`config.mk`:
```
export PLATFORM = sky130hd
export DESIGN_NAME = flash_config_reg1_lock
export DESIGN_NICKNAME = d
export VERILOG_FILES = /design/src/shared/cfg_one_pkg.sv /design/src/logic/flash_config_reg1_lock.sv
export SDC_FILE = /design/constraint.sdc
export NUM_CORES = 1
export LEC_CHECK = 0
export BUFFER_PORTS_ARGS = -buffer_cell sky130_fd_sc_hd__buf_4
export CORE_ASPECT_RATIO = 1.1
export CORE_MARGIN = 2
export CORE_UTILIZATION = 46
export CTS_BUF_LIST = sky130_fd_sc_hd__clkbuf_4 sky130_fd_sc_hd__clkbuf_8
export CTS_CLUSTER_SIZE = 14
export DETAILED_ROUTE_END_ITERATION = 6
export PLACE_DENSITY_LB_ADDON = 0.1
export SYNTH_ARGS = -nofsm -noshare
export SYNTH_HDL_FRONTEND = slang
export SYNTH_SLANG_ARGS = --single-unit
```
`constraint.sdc`:
```
create_clock -name clk_in -period 1.84 [get_ports clk_in]
set_input_delay 0.368 -clock clk_in [delete_from_list [all_inputs] [get_ports clk_in]]
set_output_delay 0.368 -clock clk_in [all_outputs]
set_load 0.05 [all_outputs]
```
`src/shared/cfg_one_pkg.sv`:
```
// Package: register map, field positions and decoded types for config register one
package cfg_one_pkg;
  localparam int ADDR_W = 4;
  localparam logic [ADDR_W-1:0] OFS_NONVOL = 4'h0;
  localparam logic [ADDR_W-1:0] OFS_VOL = 4'h4;
  localparam logic [ADDR_W-1:0] OFS_STATUS = 4'h8;
  localparam logic [ADDR_W-1:0] OFS_LEGACY = 4'hC;
  localparam int BIT_RSV_HI = 7;
  localparam int BIT_SPLIT = 6;
  localparam int BIT_EDGE = 5;
  localparam int BIT_PLOCK = 4;
  localparam int BIT_RSV_LO = 3;
  localparam int BIT_TOPBOT = 2;
  localparam int BIT_QUAD = 1;
  localparam int BIT_TLOCK = 0;
  localparam logic [7:0] CFG_RESET = 8'h00;
  localparam logic [2:0] LEGACY_RESET = 3'h0;
  localparam logic [7:0] GUARDED_MASK = 8'h64;
  localparam logic [1:0] RESP_OKAY = 2'h0;
  localparam logic [1:0] RESP_SLVERR = 2'h2;

  typedef enum logic [1:0] {
    SECT_LOW,
    SECT_HIGH,
    SECT_SPLIT
  } sector_place_t;

  typedef enum logic [1:0] {
    LOCK_OPEN,
    LOCK_PERMANENT,
    LOCK_UNTIL_POWER
  } lock_state_t;

  typedef struct packed {
    sector_place_t sector_place;
    logic protect_from_bottom;
    logic readable_low_range;
    lock_state_t lock_state;
    logic quad_data;
    logic wp_is_data_line_two;
    logic reset_is_data_line_three;
    logic addr_lines_four_ok;
  } cfg_decode_t;
endpackage

```
`src/logic/flash_config_reg1_lock.sv`:
```
// Config register one: nonvolatile and volatile copies, locks and decoded controls
//
// The register offsets and register access over AXI4-Lite are this design's own decisions.
`timescale 1ns/1ps
`default_nettype none
// ****************************************************************
// Overview of operation
// - Bit 6 split select groups small sectors together or splits high/low.
// - Split 0 with top/bottom 0 low, 1 high; split 1 divides both.
// - Top/bottom bit 2 picks highest or lowest large sector to replace.
// - Protection edge bit 5 makes legacy protect count from top or bottom.
// - Protection edge bit also picks readable range in read-password mode.
// - Permanent lock only sets in nonvolatile copy; blocks guarded bits until reset.
// - Temporary lock writable only in volatile copy; cleared at reset.
// - Lock decodes as open, permanent, or locked until next power-down.
// - Quad select bit 1 gives four-bit data, pins become data lines.
// - Quad mode: opcode one line, address one or four, data four.
// ****************************************************************
module flash_config_reg1_lock
  import cfg_one_pkg::*;
(
  input wire logic clk_in,
  input wire logic rst_n_in,
  input wire logic [ADDR_W-1:0] s_axi_awaddr_in,
  input wire logic s_axi_awvalid_in,
  output logic s_axi_awready_out,
  input wire logic [31:0] s_axi_wdata_in,
  input wire logic [3:0] s_axi_wstrb_in,
  input wire logic s_axi_wvalid_in,
  output logic s_axi_wready_out,
  output logic [1:0] s_axi_bresp_out,
  output logic s_axi_bvalid_out,
  input wire logic s_axi_bready_in,
  input wire logic [ADDR_W-1:0] s_axi_araddr_in,
  input wire logic s_axi_arvalid_in,
  output logic s_axi_arready_out,
  output logic [31:0] s_axi_rdata_out,
  output logic [1:0] s_axi_rresp_out,
  output logic s_axi_rvalid_out,
  input wire logic s_axi_rready_in,
  output cfg_decode_t decode_out
);

  // ****************************************************************
  // Register state
  // ****************************************************************
  logic [7:0] nonvol_q, nonvol_d;
  logic [7:0] vol_q, vol_d;
  logic [2:0] legacy_q, legacy_d;
  logic loaded_q, loaded_d;
  logic [ADDR_W-1:0] awaddr_q, awaddr_d;
  logic aw_have_q, aw_have_d;
  logic [7:0] wdata_q, wdata_d;
  logic w_have_q, w_have_d;
  logic w_lane_q, w_lane_d;
  logic bvalid_q, bvalid_d;
  logic [1:0] bresp_q, bresp_d;
  logic rvalid_q, rvalid_d;
  logic [31:0] rdata_q, rdata_d;
  logic [1:0] rresp_q, rresp_d;
  cfg_decode_t decode_q, decode_d;
  logic guarded_locked;
  logic do_write;
  // Channel transfer strobes
  logic aw_take;
  logic w_take;
  logic ar_take;
  logic b_done;
  logic r_done;
  logic [7:0] vol_view;

  function automatic logic mapped(input logic [ADDR_W-1:0] a);
    mapped = (a == OFS_NONVOL) || (a == OFS_VOL) || (a == OFS_STATUS) || (a == OFS_LEGACY);
  endfunction

  // Merge write value into stored byte under a mask of writable bits
  function automatic logic [7:0] merge(input logic [7:0] old, input logic [7:0] val,
                                       input logic [7:0] wmask);
    merge = (old & ~wmask) | (val & wmask);
  endfunction

  // Software view of the volatile copy; only quad and temporary lock live there
  function automatic logic [7:0] vol_image(input logic [7:0] nv, input logic [7:0] v);
    vol_image = nv;
    vol_image[BIT_QUAD] = v[BIT_QUAD];
    vol_image[BIT_TLOCK] = v[BIT_TLOCK];
  endfunction

  assign s_axi_awready_out = !aw_have_q && !bvalid_q;
  assign s_axi_wready_out = !w_have_q && !bvalid_q;
  assign s_axi_arready_out = !rvalid_q;
  assign s_axi_bvalid_out = bvalid_q;
  assign s_axi_bresp_out = bresp_q;
  assign s_axi_rvalid_out = rvalid_q;
  assign s_axi_rdata_out = rdata_q;
  assign s_axi_rresp_out = rresp_q;
  assign decode_out = decode_q;

  // Either lock freezes the guarded bits
  assign guarded_locked = nonvol_q[BIT_PLOCK] | vol_q[BIT_TLOCK];
  assign do_write = aw_have_q && w_have_q && !bvalid_q;
  // One item per edge with valid and ready both high
  assign aw_take = s_axi_awvalid_in && s_axi_awready_out;
  assign w_take = s_axi_wvalid_in && s_axi_wready_out;
  assign ar_take = s_axi_arvalid_in && s_axi_arready_out;
  assign b_done = s_axi_bvalid_out && s_axi_bready_in;
  assign r_done = s_axi_rvalid_out && s_axi_rready_in;
  // Volatile guarded bits and permanent lock mirror the nonvolatile copy
  assign vol_view = vol_image(nonvol_q, vol_q);

  // ****************************************************************
  // Configuration state
  // ****************************************************************
  always_comb begin
    logic [7:0] wmask;
    wmask = 8'h00;
    nonvol_d = nonvol_q;
    vol_d = vol_q;
    legacy_d = legacy_q;
    loaded_d = 1'b1;
    // Copy image after reset release; async reset can only load constants
    if (!loaded_q) begin
      vol_d = nonvol_q;
      vol_d[BIT_TLOCK] = 1'b0;
    end
    // Stores wait for the copy, else they would overwrite it
    if (do_write && w_lane_q && loaded_q) begin
      unique case (awaddr_q)
        OFS_NONVOL: begin
          // Quad always writable; guarded bits only while unlocked
          wmask[BIT_QUAD] = 1'b1;
          wmask = wmask | (guarded_locked ? 8'h00 : GUARDED_MASK);
          nonvol_d = merge(nonvol_q, wdata_q, wmask);
          // Permanent lock is set-only; temporary lock is read-only here
          nonvol_d[BIT_PLOCK] = nonvol_q[BIT_PLOCK] | wdata_q[BIT_PLOCK];
          nonvol_d[BIT_RSV_HI] = 1'b0;
          nonvol_d[BIT_RSV_LO] = 1'b0;
        end
        OFS_VOL: begin
          wmask[BIT_QUAD] = 1'b1;
          wmask[BIT_TLOCK] = 1'b1;
          vol_d = merge(vol_q, wdata_q, wmask);
        end
        OFS_LEGACY: begin
          if (!guarded_locked) begin
            legacy_d = wdata_q[2:0];
          end
        end
        default: begin
        end
      endcase
    end
  end

  always_ff @(posedge clk_in or negedge rst_n_in) begin
    if (!rst_n_in) begin
      // Nonvolatile copy modelled as reset to factory value
      nonvol_q <= CFG_RESET;
      vol_q <= CFG_RESET;
      legacy_q <= LEGACY_RESET;
      // Loaded flag drops so the copy runs again after each reset
      loaded_q <= 1'b0;
    end else begin
      nonvol_q <= nonvol_d;
      vol_q <= vol_d;
      legacy_q <= legacy_d;
      loaded_q <= loaded_d;
    end
  end

  // ****************************************************************
  // Write channel
  // ****************************************************************
  always_comb begin
    awaddr_d = awaddr_q;
    aw_have_d = aw_have_q;
    wdata_d = wdata_q;
    w_have_d = w_have_q;
    w_lane_d = w_lane_q;
    bvalid_d = bvalid_q;
    bresp_d = bresp_q;
    if (aw_take) begin
      awaddr_d = s_axi_awaddr_in;
      aw_have_d = 1'b1;
    end
    if (w_take) begin
      // Only byte lane zero carries register bits
      wdata_d = s_axi_wdata_in[7:0];
      w_lane_d = s_axi_wstrb_in[0];
      w_have_d = 1'b1;
    end
    // Response waits for both items, which may come in either order
    if (do_write) begin
      aw_have_d = 1'b0;
      w_have_d = 1'b0;
      bvalid_d = 1'b1;
      bresp_d = mapped(awaddr_q) ? RESP_OKAY : RESP_SLVERR;
    end
    if (b_done) begin
      bvalid_d = 1'b0;
    end
  end

  always_ff @(posedge clk_in or negedge rst_n_in) begin
    if (!rst_n_in) begin
      awaddr_q <= '0;
      aw_have_q <= 1'b0;
      wdata_q <= 8'h00;
      w_have_q <= 1'b0;
      w_lane_q <= 1'b0;
      bvalid_q <= 1'b0;
      bresp_q <= RESP_OKAY;
    end else begin
      awaddr_q <= awaddr_d;
      aw_have_q <= aw_have_d;
      wdata_q <= wdata_d;
      w_have_q <= w_have_d;
      w_lane_q <= w_lane_d;
      bvalid_q <= bvalid_d;
      bresp_q <= bresp_d;
    end
  end

  // ****************************************************************
  // Read channel
  // ****************************************************************
  always_comb begin
    rvalid_d = rvalid_q;
    rdata_d = rdata_q;
    rresp_d = rresp_q;
    // One read at a time: arready is low while an answer stands
    if (ar_take) begin
      rvalid_d = 1'b1;
      rresp_d = mapped(s_axi_araddr_in) ? RESP_OKAY : RESP_SLVERR;
      unique case (s_axi_araddr_in)
        OFS_NONVOL: rdata_d = {24'h000000, nonvol_q};
        OFS_VOL: rdata_d = {24'h000000, vol_view};
        OFS_STATUS: rdata_d = {24'h000000, 4'h0, decode_q.lock_state,
                               decode_q.sector_place};
        OFS_LEGACY: rdata_d = {29'h00000000, legacy_q};
        default: rdata_d = 32'h00000000;
      endcase
    end else if (r_done) begin
      rvalid_d = 1'b0;
    end
  end

  always_ff @(posedge clk_in or negedge rst_n_in) begin
    if (!rst_n_in) begin
      rvalid_q <= 1'b0;
      rdata_q <= 32'h00000000;
      rresp_q <= RESP_OKAY;
    end else begin
      rvalid_q <= rvalid_d;
      rdata_q <= rdata_d;
      rresp_q <= rresp_d;
    end
  end

  // ****************************************************************
  // Decoded controls
  // ****************************************************************
  always_comb begin
    decode_d = '0;
    // Guarded bits live only in the nonvolatile copy
    if (nonvol_q[BIT_SPLIT]) begin
      decode_d.sector_place = SECT_SPLIT;
    end else if (nonvol_q[BIT_TOPBOT]) begin
      decode_d.sector_place = SECT_HIGH;
    end else begin
      decode_d.sector_place = SECT_LOW;
    end
    decode_d.protect_from_bottom = nonvol_q[BIT_EDGE];
    decode_d.readable_low_range = ~nonvol_q[BIT_EDGE];
    if (nonvol_q[BIT_PLOCK]) begin
      decode_d.lock_state = LOCK_PERMANENT;
    end else if (vol_q[BIT_TLOCK]) begin
      decode_d.lock_state = LOCK_UNTIL_POWER;
    end else begin
      decode_d.lock_state = LOCK_OPEN;
    end
    decode_d.quad_data = vol_q[BIT_QUAD];
    decode_d.wp_is_data_line_two = vol_q[BIT_QUAD];
    decode_d.reset_is_data_line_three = vol_q[BIT_QUAD];
    decode_d.addr_lines_four_ok = vol_q[BIT_QUAD];
  end

  // ****************************************************************
  // Decoded control register
  // ****************************************************************
  // Registered so decoded controls move only on a clock edge
  always_ff @(posedge clk_in or negedge rst_n_in) begin
    if (!rst_n_in) begin
      decode_q <= '0;
    end else begin
      decode_q <= decode_d;
    end
  end

endmodule
`default_nettype wire

```
# Yosys cells after proc, flatten, opt, wreduce, memory -nomap -nowiden
# Index checks and enable logic that the tools add are counted.
# W data, S select, Z words.
classes:
  reduce_logical: 29
  muxes: 19
  n_eq_ne: 6
  n_bitwise: 9
ops:
  columns: ["cell", "count"]
  rows:
  - ["$pmux W7 S4", 1]
  - ["$mux W8", 3]
  - ["$eq A4 B4 Y1 const B", 4]
  - ["$and A7 B7 Y7", 2]
  - ["$logic_and A1 B1 Y1", 11]
  - ["$mux W2", 5]
  - ["$mux W1", 9]
  - ["$eq A4 B3 Y1 const B", 2]
  - ["$logic_not A4 Y1", 2]
  - ["$or A8 B2 Y8", 1]
  - ["$reduce_bool A2 Y1", 4]
  - ["$mux W7", 1]
  - ["$not A7 Y7", 1]
  - ["$or A7 B7 Y7", 1]
  - ["$logic_or A1 B1 Y1", 6]
  - ["$logic_not A1 Y1", 4]
  - ["$reduce_and A3 Y1", 1]
  - ["$not A1 Y1", 2]
  - ["$or A1 B1 Y1", 2]
  - ["$reduce_and A2 Y1", 1]
totals:
  in_bits: 51
  output_inout_bits: 51
  elab_cells: 82
  reg_bits: 77

# Depth between registers and ports, before layout
# Gate-level depths: netlist of run 1.
logic_depth:
  word_depth: 5
  ltp_mapped: 4
  ltp_nobuf: 3

# Least setup slack after synthesis of run 1
# No wires, ideal clock.
synth_path:
  kind: "register -> register"
  startpoint: "register bvalid_q, in the netlist s_axi_bvalid_out"
  endpoint: "register awaddr_q[0]"
  required_ns: 1.715
  period_less_slack_ns: 2.149
  setup_time_ns: 0.125
  stages_incl_launch_ff: 4
  n_path_buf: 0
  arrival_time_ns: 2.025
  path_slack_ns: -0.309
  path_cell_list: "dfrtp_1 -> nor2_1 -> and2_0 -> mux2_2"
synth_via:
  elab_chain_len: 3
synth_lines:
  columns: ["item", "line_no", "rtl"]
  rows:
  - ["start: declaration", "flash_config_reg1_lock.sv:56", "logic bvalid_q, bvalid_d;"]
  - ["start signal: assignment", "flash_config_reg1_lock.sv:219", "bvalid_q <= bvalid_d;"]
  - ["$logic_not A1 Y1", "flash_config_reg1_lock.sv:89", "assign s_axi_awready_out = !aw_have_q && !bvalid_q;"]
  - ["$logic_and A1 B1 Y1", "flash_config_reg1_lock.sv:89", null]
  - ["via s_axi_awready_out", "flash_config_reg1_lock.sv:26", "output logic s_axi_awready_out,"]
  - ["$logic_and A1 B1 Y1", "flash_config_reg1_lock.sv:103", "assign aw_take = s_axi_awvalid_in && s_axi_awready_out;"]
  - ["end signal: assignment", "flash_config_reg1_lock.sv:214", "awaddr_q <= awaddr_d;"]
  - ["end: declaration", "flash_config_reg1_lock.sv:51", "logic [ADDR_W-1:0] awaddr_q, awaddr_d;"]
# The timed path passes the listed nets, and every way through them passes these cells.
# A chain may end at the register's enable or synchronous reset.

# Final worst setup path of run 1
layout_path:
  startpoint: "register bvalid_q, in the netlist s_axi_bvalid_out"
  endpoint: "register legacy_q[1]"
layout_via:
  elab_chain_len: 5
layout_lines:
  columns: ["item", "line_no", "rtl"]
  rows:
  - ["$logic_not A1 Y1", "flash_config_reg1_lock.sv:101", "assign do_write = aw_have_q && w_have_q && !bvalid_q;"]
  - ["$logic_and A1 B1 Y1", "flash_config_reg1_lock.sv:101", null]
  - ["$logic_and A1 B1 Y1 (2 in a row)", "flash_config_reg1_lock.sv:127", "if (do_write && w_lane_q && loaded_q) begin"]
  - ["$reduce_and A3 Y1 (no source line)", null, null]
  - ["end signal: assignment", "flash_config_reg1_lock.sv:166", "legacy_q <= legacy_d;"]
  - ["end: declaration", "flash_config_reg1_lock.sv:49", "logic [2:0] legacy_q, legacy_d;"]
# No other way between the ends.

==> implementation parameters, run 1 <==
Parameter                              Value

Outcome
  Result of the run ... complete, no violations

Timing
  Setup-violating endpoint count in the final report ... 0
  Slew HR ... around 64%
  Fmax achieved ... 653.6 MHz
  Tightest hold margin ... roughly 0.053 ns
  Final min period ... ~1.5 ns
  Setup repair after global routing missed its margin ... no
  Clock skew after layout ... ~0.011 ns
  Period Utilization, post-route ... 83.15%
  Slew at the pin closest to its max-slew limit ... around 0.53 ns
  Hold violation count in the final report ... 0
  Max Transition Viols Final ... 0
  Final TNS setup ... 0 ns

Floorplan
  Area of the die ... 4706 um^2
  Die Y ... 71.75 um
  DIE WIDTH ... approximately 66 um
  Starting density of the core ... about half
  Area of the core ... 3994 um^2
  IO Count ... 102
  Number of core rows ... 24

Worst setup path
  Type of destination of the critical path ... flop
  Critical-path maximum fanout ... 7
  Cell chain of the critical path ... and3b_1, nand4_2, mux2_1
  Critical path arrival ... around 1.7 ns
  Max stage delay on crit path ... around 0.47 ns
  Required time reported for the critical path endpoint ... 2.02 ns
  Highest-delay cell along the critical path ... sky130_fd_sc_hd__dfrtp_1
  Startpoint type of the worst setup path ... flop
  Class of the most critical setup path ... reg -> reg
  Length in cells of the worst reg-to-reg path ... 3

Logic synthesis
  Xor-xnor portion of the synthesized cell area ... 0%
  Library cell occupying the most area in the post-synthesis netlist ... sky130_fd_sc_hd__dfrtp_1
  Synth top area share ... 54.76%
  Share of synthesized cell area in full adder, half adder and majority cells ... 0%
  Post-synthesis compound-gate area fraction ... about 5.1%
  Count of yosys warnings during synthesis ... 0
  Synth unique cells ... 30
  Sequential cell area fraction in the yosys report ... 54.76%
  Number of synthesized register bits ... 42
  Simple-gate share of the synthesized area ... ~12%
  Mux cell area share after synthesis ... 14.41%
  Synth Instances ... 158
  Top post-synthesis cells by area ... sky130_fd_sc_hd__dfrtp_1, sky130_fd_sc_hd__buf_4, sky130_fd_sc_hd__mux2_2
  Mean cell area of the mapped netlist ... 12.15 um^2
  Post-synthesis cell area ... ~1900 um^2
  Dominant combinational cell family by area after synthesis ... multiplexers

Route
  Number of vias after detailed routing ... 1,232
  Post-route DRC ... 0
  Final wirelength ... ~3300 um
  Number of iterations in the first detailed-routing pass ... 4
  Vias per cell ... ~4.8
  Number of DRC markers in iteration 0 ... 38
  Routed wire length per instance ... 12.80 um
  Remaining antenna violation count ... 0

Clock tree
  Hold bufs inserted after CTS ... 0
  Clock root cell ... sky130_fd_sc_hd__clkbuf_8
  Clock tree from TritonCTS ... built
  Number of sinks on the clock net ... 42
  Number of instances resized during post-cts repair ... 0
  Depth of the CTS H-tree ... 2
  Clk buf depth ... 2
  Clock latency on the worst-skew pair ... a little under 0.3 ns
  Clock-pin slew on the worst setup and hold paths ... roughly 0.080 ns
  TritonCTS buffer count ... 5
  Number of post-CTS setup repair buffers ... 0

Finish
  Combined area of the multi-input logic cells ... around 710 um^2
  Post-synthesis to final-layout area growth ... 22.29%
  Antenna fix cells ... 0
  Most common cell after layout, fill and taps aside ... sky130_fd_sc_hd__buf_4
  Fill cell total of the finished layout ... about 350
  Layout cell share with drive strength beyond 1 ... a little under two fifths
  Commonest cells after routing, fill and taps aside ... sky130_fd_sc_hd__buf_4, sky130_fd_sc_hd__dfrtp_1, sky130_fd_sc_hd__conb_1
  Final net count ... between 200 and 300
  Final design utilization ... a little under 60%
  Area occupied by registers ... 1051 um^2

Global route
  Number of global-route vias before repair ... about 1,200
  Antenna violations before repair ... 0
  Pin count of the biggest net entering global routing ... 43
  Remaining Overflow, GRT ... 0
  Global-route wire length before repair ... 5444 um
  Global-route total usage across every layer ... between 15 and 20%

Job
  Reported max-cap violation count ... 0

Hold path
  Hold Path Class ... in -> async

Place
  Number of buffers added on ports ... 45
  Gp weighted congestion ... slightly above 0.7
  Estimated wirelength of the detail-placed design ... 2528 um

Power
  Leakage power summed over all cells ... about 1.2 nW
  Power density over the cells ... 1568 nW/um^2
  Maximum VDD drop ... approximately 1100 uV
[layer usage]
metal / part of all wire [%] / GRT usage, % / vias up
li1: - / - / 578
met1: 41 / 18.65 / 595
met2: 50 / 25.62 / 53
met3: 7.7 / 5.495 / 6
met4: 1.2 / 4.861 / 0
met5: 0 / 0 / -
[per-stage QoR]
stage | cells | cell area, um^2 | total power, mW | setup WS [ns]
after floorplan | 184 | 2024 | 2.510 | 0.1074
after global placement | 251 | 2205 | 2.794 | 0.2968
after detailed placement | 251 | 2205 | 2.832 | 0.2903
after CTS | 259 | 2347 | 3.725 | 0.2864
after global routing | 259 | 2347 | 3.884 | 0.1793
final | 259 | 2347 | 3.679 | 0.3100
[area by class of cell]
type | count | area share [%]
well taps | 52 | 2.772
clock buffers | 6 | 3.518
multi-input cells | 104 | 30.22
repair buffers | 48 | 15.35
flip-flops and latches | 42 | 44.78
clock inverters | 2 | 2.559
inverters | 5 | 0.7996
[sequential cells by signal (all words and copies together), names as in the netlist, 2 cells and up, named ones only]
| register | count |
|---|---|
| decode_out | 7 |
| legacy_q | 3 |
| awaddr_q | 4 |
| wdata_q | 6 |
| s_axi_rdata_out | 7 |
| nonvol_q | 2 |
| vol_q | 2 |
[cells by family after synthesis]
family,count (synthesis)
compound gates,16
buf+inv,38
flops,42
mux,24
other cells,2
simple gates,36
[cells in the mapped netlist]
| library cell | n |
|---|---|
| sky130_fd_sc_hd__inv_1 | 5 |
| sky130_fd_sc_hd__mux4_2 | 1 |
| sky130_fd_sc_hd__a41o_2 | 1 |
| sky130_fd_sc_hd__mux2_1 | 6 |
| sky130_fd_sc_hd__buf_4 | 30 |
| sky130_fd_sc_hd__buf_2 | 1 |
| sky130_fd_sc_hd__nand2b_1 | 1 |
| sky130_fd_sc_hd__or4_1 | 1 |
| sky130_fd_sc_hd__mux2_2 | 13 |
| sky130_fd_sc_hd__a22o_1 | 3 |
| sky130_fd_sc_hd__and2_0 | 1 |
| sky130_fd_sc_hd__dfrtp_1 | 42 |
| sky130_fd_sc_hd__and3b_1 | 1 |
| sky130_fd_sc_hd__nor3_1 | 2 |
| sky130_fd_sc_hd__a21oi_1 | 4 |
| sky130_fd_sc_hd__mux2i_1 | 4 |
| sky130_fd_sc_hd__clkbuf_1 | 1 |
| sky130_fd_sc_hd__and4bb_4 | 1 |
| sky130_fd_sc_hd__nor3b_2 | 1 |
| sky130_fd_sc_hd__and2_1 | 1 |
| sky130_fd_sc_hd__nand3_1 | 1 |
| sky130_fd_sc_hd__conb_1 | 2 |
| sky130_fd_sc_hd__nor2b_1 | 2 |
| sky130_fd_sc_hd__nand4_2 | 2 |
| sky130_fd_sc_hd__nand4b_4 | 1 |
| sky130_fd_sc_hd__buf_6 | 1 |
| sky130_fd_sc_hd__o21ai_0 | 8 |
| sky130_fd_sc_hd__nor2_1 | 7 |
| sky130_fd_sc_hd__nand3b_1 | 1 |
| sky130_fd_sc_hd__nand2_1 | 13 |
[critical path: cells and delay by family, from the launching register on]
kind / cells / cell delay [ns]
mux: 1 / 0.34
flops: 1 / 0.47
simple gates: 2 / 0.62
[final timing paths]
kind | end | slack (ns) | start
worst min register to register | decode_out[0] | 0.41 | vol_q[1]
worst max register to register | legacy_q[1] | 0.31 | s_axi_bvalid_out
worst min-delay path | legacy_q[2] | 0.05 | rst_n_in
max in group asynchronous | s_axi_bresp_out[1] | 1.41 | rst_n_in
worst max-delay path | legacy_q[1] | 0.31 | s_axi_bvalid_out
min in group clk_in | s_axi_bvalid_out | 0.25 | s_axi_bready_in
[where the power goes]
group          internal [mW]  total, mW  switching, mW
clock network          0.579      0.882          0.303
logic                  0.494       1.35          0.856
registers               1.21       1.45          0.234
total                   2.29       3.68           1.39
(Power assumes the default switching activity.)
==> inputs of run 2 (changes only) <==
==> constraint.sdc (replaced) <==
create_clock -name clk_in -period 1.5 [get_ports clk_in]
set_input_delay 0.3 -clock clk_in [delete_from_list [all_inputs] [get_ports clk_in]]
set_output_delay 0.3 -clock clk_in [all_outputs]
set_load 0.05 [all_outputs]
==> run 2 against run 1 <==
Setup slack got worse by 0.25 ns; die area unchanged; clock power decreased by 16%; combinational power increased by 36%; worst hold slack improved by 0.13 ns; highest routed layer unchanged.
==> implementation parameters, run 2 (synthesis gave the netlist of run 1 again) <==
Parameter                              Value

Timing
  Setup repair after global routing missed its margin ... no (unchanged)
  Clock skew after layout ... 0.003575 ns (was 0.01079 ns)
  Fmax achieved ... 695.8 MHz (was 653.6 MHz)
  Final min period ... 1.437 ns (was 1.530 ns)
  Period Utilization, post-route ... 95.81% (was 83.15%)
  Slew at the pin closest to its max-slew limit ... 0.5089 ns (was 0.5333 ns)
  Hold violation count in the final report ... 0 (unchanged)
  Max Transition Viols Final ... 0 (unchanged)
  Slew HR ... 66.07% (was 64.45%)
  Worst setup slack after layout ... 0.06278 ns (was 0.3100 ns)
  Setup-violating endpoint count in the final report ... 0 (unchanged)

Clock tree
  Clock tree from TritonCTS ... built (unchanged)
  Clock root cell ... sky130_fd_sc_hd__clkbuf_8 (unchanged)
  Clk buf depth ... 2 (unchanged)
  Number of sinks on the clock net ... 42 (unchanged)
  Clock latency on the worst-skew pair ... 0.29 ns (about the same)
  TritonCTS buffer count ... 5 (unchanged)
  Clock-pin slew on the worst setup and hold paths ... 0.07 ns (was 0.08 ns)
  Depth of the CTS H-tree ... 2 (unchanged)

Route
  Number of iterations in the first detailed-routing pass ... 3 (was 4)
  Number of vias after detailed routing ... 1,227 (was 1,232)
  Remaining antenna violation count ... 0 (unchanged)
  Routed wire length per instance ... 12.63 um (was 12.80 um)
  Final wirelength ... 3322 um (was 3314 um)
  Number of DRC markers in iteration 0 ... 48 (was 38)
  Post-route DRC ... 0 (unchanged)
  Vias per cell ... 4.665 (was 4.757)

Finish
  Final design utilization ... 58.96% (was 58.77%)
  Post-route cell area ... 2355 um^2 (was 2347 um^2)
  Layout cell share with drive strength beyond 1 ... 38.86% (was 37.20%)
  Antenna fix cells ... 0 (unchanged)
  Fill cell total of the finished layout ... 358 (was 353)
  Most common cell after layout, fill and taps aside ... sky130_fd_sc_hd__buf_4 (unchanged)
  Post-synthesis to final-layout area growth ... 22.69% (was 22.29%)
  Final net count ... 261 (was 257)
  Commonest cells after routing, fill and taps aside ... sky130_fd_sc_hd__buf_4, sky130_fd_sc_hd__dfrtp_1, sky130_fd_sc_hd__conb_1 (unchanged)

Floorplan
  IO Count ... 102 (unchanged)
  Area of the die ... 4706 um^2 (unchanged)
  Starting density of the core ... 48.06% (unchanged)
  Number of core rows ... 24 (unchanged)
  DIE WIDTH ... 65.59 um (unchanged)
  Area of the core ... 3994 um^2 (unchanged)
  Die Y ... 71.75 um (unchanged)

Worst setup path
  Startpoint type of the worst setup path ... flop (unchanged)
  Class of the most critical setup path ... reg -> reg (unchanged)
  Type of destination of the critical path ... flop (unchanged)
  Critical path arrival ... 1.61 ns (was 1.71 ns)
  Reg-to-reg critical path startpoint ... awaddr_q[0] (was s_axi_bvalid_out)
  Length in cells of the worst reg-to-reg path ... 3 (unchanged)
  Required time reported for the critical path endpoint ... 1.67 ns (was 2.02 ns)
  Crit path launch ... awaddr_q[0] (was s_axi_bvalid_out)
  Critical-path maximum fanout ... 5 (was 7)

Power
  Power density over the cells ... 1830 nW/um^2 (was 1568 nW/um^2)
  Leakage power summed over all cells ... 1.220 nW (was 1.205 nW)
  Maximum VDD drop ... 1271 uV (was 1124 uV)
  Total power ... 4.309 mW (was 3.679 mW)

Place
  Gp weighted congestion ... 0.7091 (was 0.7115)
  Post-Place Worst Slack ... 0.05179 ns (was 0.2903 ns)
  Estimated wirelength of the detail-placed design ... 2608 um (was 2528 um)
  Dpl cell area ... 2246 um^2 (was 2205 um^2)
  Number of buffers added on ports ... 45 (unchanged)

Hold path
  Worst min-delay path startpoint ... s_axi_bready_in
  Hold Path Class ... in -> reg (was in -> async)
  Count of cells along the worst hold path ... 2

Global route
  Pin count of the biggest net entering global routing ... 43 (unchanged)
  Global-route wire length before repair ... 5513 um (was 5444 um)
  Global-route total usage across every layer ... 15.45% (was 15.37%)
  Remaining Overflow, GRT ... 0 (unchanged)
  Number of global-route vias before repair ... 1,186 (was 1,157)
  Antenna violations before repair ... 0 (unchanged)

Outcome
  Result of the run ... complete, no violations (unchanged)

Job
  Reported max-cap violation count ... 0 (unchanged)
run 2: what timing repair did:
item	in CTS	in global routing
endpoints found under the hold margin	21	0
resized for setup	0	1
buffers inserted	0	0
endpoints found under the setup margin	0	1
hold buffers	1	0
run 2: area by class of cell:
cell class / instances / area, um^2 / area share, %
repair buffers: 52 / 396.6 / 16.84
multi-input cells: 104 / 726.9 / 30.87
clock inverters: 1 / 5.005 / 0.2125
inverters: 5 / 18.77 / 0.7970
well taps: 52 / 65.06 / 2.763
clock buffers: 7 / 90.09 / 3.826
flip-flops and latches: 42 / 1052 / 44.69
run 2: per-stage QoR:
step | setup TNS, ns | hold slack (ns) | cells
detailed placement | 0 | 0.3110 | 254
global placement | 0 | 0.3091 | 254
floorplan | -0.1852 | 0.004409 | 184
global route | 0 | 0.1821 | 263
CTS | 0 | 0.1730 | 263
finish | 0 | 0.1796 | 263
run 2: worst paths after layout:
path / endpoint / slack (ns)
setup reg to reg: legacy_q[1] / 0.06
hold / removal: s_axi_bvalid_out / 0.18
max in group asynchronous: s_axi_bvalid_out / 0.60
hold reg to reg: decode_out[0] / 0.42
min in group asynchronous: awaddr_q[2] / 0.53
setup / recovery: legacy_q[1] / 0.06
run 2: power by group:
part / switching (mW) / internal (mW)
Combinational: 1.13 / 0.708
Clock: 0.354 / 0.389
Sequential: 0.239 / 1.49
run 2: worst max-delay path: stages, from the launching register on:
cell	delay, ns
sky130_fd_sc_hd__dfrtp_1	0.40
sky130_fd_sc_hd__and4bb_4	0.40
sky130_fd_sc_hd__nand4_2	0.16
sky130_fd_sc_hd__mux2_1	0.35
run 2: routing by layer:
metal | vias to the layer above | routed length [um] | track usage (%)
met2 | 55 | 1654 | 26.53
met1 | 589 | 1347 | 18.18
li1 | 578 | - | -
met4 | 0 | 48 | 4.861
met3 | 5 | 272 | 5.338
met5 | - | 0 | 0
==> inputs of run 3 (changes only) <==
--- a/config.mk
+++ b/config.mk
@@ -9,10 +9,11 @@
 export CORE_ASPECT_RATIO = 1.1
 export CORE_MARGIN = 2
 export CORE_UTILIZATION = 46
-export CTS_BUF_LIST = sky130_fd_sc_hd__clkbuf_4 sky130_fd_sc_hd__clkbuf_8
+export CTS_BUF_LIST = sky130_fd_sc_hd__clkbuf_8
 export CTS_CLUSTER_SIZE = 14
 export DETAILED_ROUTE_END_ITERATION = 6
 export PLACE_DENSITY_LB_ADDON = 0.1
+export SKIP_CTS_REPAIR_TIMING = 1
 export SYNTH_ARGS = -nofsm -noshare
 export SYNTH_HDL_FRONTEND = slang
 export SYNTH_SLANG_ARGS = --single-unit
==> run 3 against run 2 <==
The flow now finishes with violations (hold timing); register-to-register slack is essentially flat; clock skew up 0.0012 ns; worst hold slack worse by 0.20 ns; combinational power about the same; total power decreased by 0.64%; via count decreased by 0.73%; maximum frequency barely moved; setup slack is essentially flat.
==> implementation parameters, run 3 (synthesis gave the netlist of run 1 again) <==
Parameter                              Value

Global route
  Number of global-route vias before repair ... 1,177 (was 1,186)
  Remaining Overflow, GRT ... 0 (unchanged)
  Global-route total usage across every layer ... 15.52% (was 15.45%)
  Global-route wire length before repair ... 5499 um (was 5513 um)
  Antenna violations before repair ... 0 (unchanged)
  Pin count of the biggest net entering global routing ... 43 (unchanged)

Route
  Routed wire length per instance ... 12.66 um (was 12.63 um)
  Number of vias after detailed routing ... 1,218 (was 1,227)
  Number of iterations in the first detailed-routing pass ... 3 (unchanged)
  Final wirelength ... 3317 um (was 3322 um)
  Post-route DRC ... 0 (unchanged)
  Remaining antenna violation count ... 0 (unchanged)
  Vias per cell ... 4.649 (was 4.665)
  Number of DRC markers in iteration 0 ... 37 (was 48)

Floorplan
  Starting density of the core ... 48.06% (unchanged)
  Die Y ... 71.75 um (unchanged)
  DIE WIDTH ... 65.59 um (unchanged)
  Number of core rows ... 24 (unchanged)
  Area of the die ... 4706 um^2 (unchanged)
  IO Count ... 102 (unchanged)
  Area of the core ... 3994 um^2 (unchanged)

Clock tree
  Number of sinks on the clock net ... 42 (unchanged)
  Clock-pin slew on the worst setup and hold paths ... 0.08 ns (was 0.07 ns)
  Clock latency on the worst-skew pair ... 0.29 ns (about the same)
  TritonCTS buffer count ... 5 (unchanged)
  Clock tree from TritonCTS ... built (unchanged)
  Clock root cell ... sky130_fd_sc_hd__clkbuf_8 (unchanged)
  Depth of the CTS H-tree ... 2 (unchanged)
  Clk buf depth ... 2 (unchanged)

Worst setup path
  Required time reported for the critical path endpoint ... 1.67 ns (about the same)
  Length in cells of the worst reg-to-reg path ... 3 (unchanged)
  Startpoint type of the worst setup path ... flop (unchanged)
  Critical-path maximum fanout ... 5 (unchanged)
  Class of the most critical setup path ... reg -> reg (unchanged)
  Number of stages on the worst setup path ... 3 (unchanged)
  Type of destination of the critical path ... flop (unchanged)
  Critical path arrival ... 1.60 ns (was 1.61 ns)
  Top delay family on crit path ... simple AND/OR/NAND/NOR gates (unchanged)
  WP buf/inv ... 0 (unchanged)
  Highest-delay cell along the critical path ... sky130_fd_sc_hd__dfrtp_1 (unchanged)
  Max stage delay on crit path ... 0.40 ns (about the same)
  Cell chain of the critical path ... and4bb_4, nand4_2, mux2_1 (unchanged)

Timing
  Max Transition Viols Final ... 0 (unchanged)
  Hold violation count in the final report ... 42 (was 0)
  Period Utilization, post-route ... 95.80% (was 95.81%)
  Slew at the pin closest to its max-slew limit ... 0.5146 ns (was 0.5089 ns)
  Fmax achieved ... 695.9 MHz (was 695.8 MHz)
  Tightest hold margin ... -0.01871 ns (was 0.1796 ns)
  Setup-violating endpoint count in the final report ... 0 (unchanged)
  Final min period ... 1.437 ns (about the same)
  Slew HR ... 65.69% (was 66.07%)
  Setup repair after global routing missed its margin ... no (unchanged)
  Clock skew after layout ... 0.004774 ns (was 0.003575 ns)

Power
  Power density over the cells ... 1829 nW/um^2 (was 1830 nW/um^2)
  Leakage power summed over all cells ... 1.217 nW (was 1.220 nW)
  Total power ... 4.282 mW (was 4.309 mW)
  Maximum VDD drop ... 1271 uV (about the same)

Finish
  Antenna fix cells ... 0 (unchanged)
  Commonest cells after routing, fill and taps aside ... sky130_fd_sc_hd__buf_4, sky130_fd_sc_hd__dfrtp_1, sky130_fd_sc_hd__conb_1 (unchanged)
  Final design utilization ... 58.62% (was 58.96%)
  Layout cell share with drive strength beyond 1 ... 38.57% (was 38.86%)
  Post-synthesis to final-layout area growth ... 21.97% (was 22.69%)
  Most common cell after layout, fill and taps aside ... sky130_fd_sc_hd__buf_4 (unchanged)
  Final net count ... 260 (was 261)
  Post-route cell area ... 2341 um^2 (was 2355 um^2)

Outcome
  Violated checks ... hold timing
  Result of the run ... complete, but fails checks (was complete, no violations)

Hold path
  Hold Path Class ... in -> async (was in -> reg)

Place
  Estimated wirelength of the detail-placed design ... 2608 um (unchanged)
  Dpl cell area ... 2246 um^2 (unchanged)
  Number of buffers added on ports ... 45 (unchanged)
  Gp weighted congestion ... 0.7091 (unchanged)

Job
  Reported max-cap violation count ... 0 (unchanged)
[run 3: path summary, 6_finish.rpt]
| kind | from | to | slack [ns] |
|---|---|---|---|
| min in group clk_in | s_axi_bready_in | s_axi_bvalid_out | 0.18 |
| setup reg to reg | awaddr_q[0] | legacy_q[1] | 0.06 |
| setup / recovery | awaddr_q[0] | legacy_q[1] | 0.06 |
| max in group asynchronous | rst_n_in | s_axi_bvalid_out | 1.13 |
| hold / removal | rst_n_in | s_axi_rvalid_out | -0.02 |
| hold reg to reg | vol_q[1] | decode_out[0] | 0.42 |
[run 3: layer usage]
metal	global-route usage (%)	vias up	wire length (um)
met5	0	-	0
li1	-	575	-
met3	5.338	4	275
met2	25.96	55	1674
met4	4.861	0	31
met1	18.89	584	1335
[run 3: cell type report]
| type | instances | area [um^2] |
|---|---|---|
| Inverter | 5 | 18.77 |
| Clock inverter | 2 | 8.758 |
| Tap cell | 52 | 65.06 |
| Sequential cell | 42 | 1052 |
| Multi-Input combinational cell | 104 | 726.9 |
| Fill cell | 360 | 1653 |
| Timing Repair Buffer | 51 | 386.6 |
| Clock buffer | 6 | 82.58 |
[run 3: through the flow]
| stage | TNS (ns) | instances | hold WS, ns | setup WS [ns] |
|---|---|---|---|---|
| finish | 0 | 262 | -0.01871 | 0.06307 |
| floorplan | -0.1852 | 184 | 0.004409 | -0.03855 |
| global route | 0 | 262 | 0.02088 | 0.002444 |
| CTS | 0 | 262 | -0.006366 | 0.03055 |
| global placement | 0 | 254 | 0.3091 | 0.09419 |
| detailed placement | 0 | 254 | 0.3110 | 0.05179 |
[run 3: report_power, final]
group          leakage (nW)  switching (mW)  total (mW)  internal (mW)
logic                 0.629            1.13        1.83          0.707
registers             0.536           0.239        1.73           1.49
clock network        0.0524           0.355       0.719          0.364
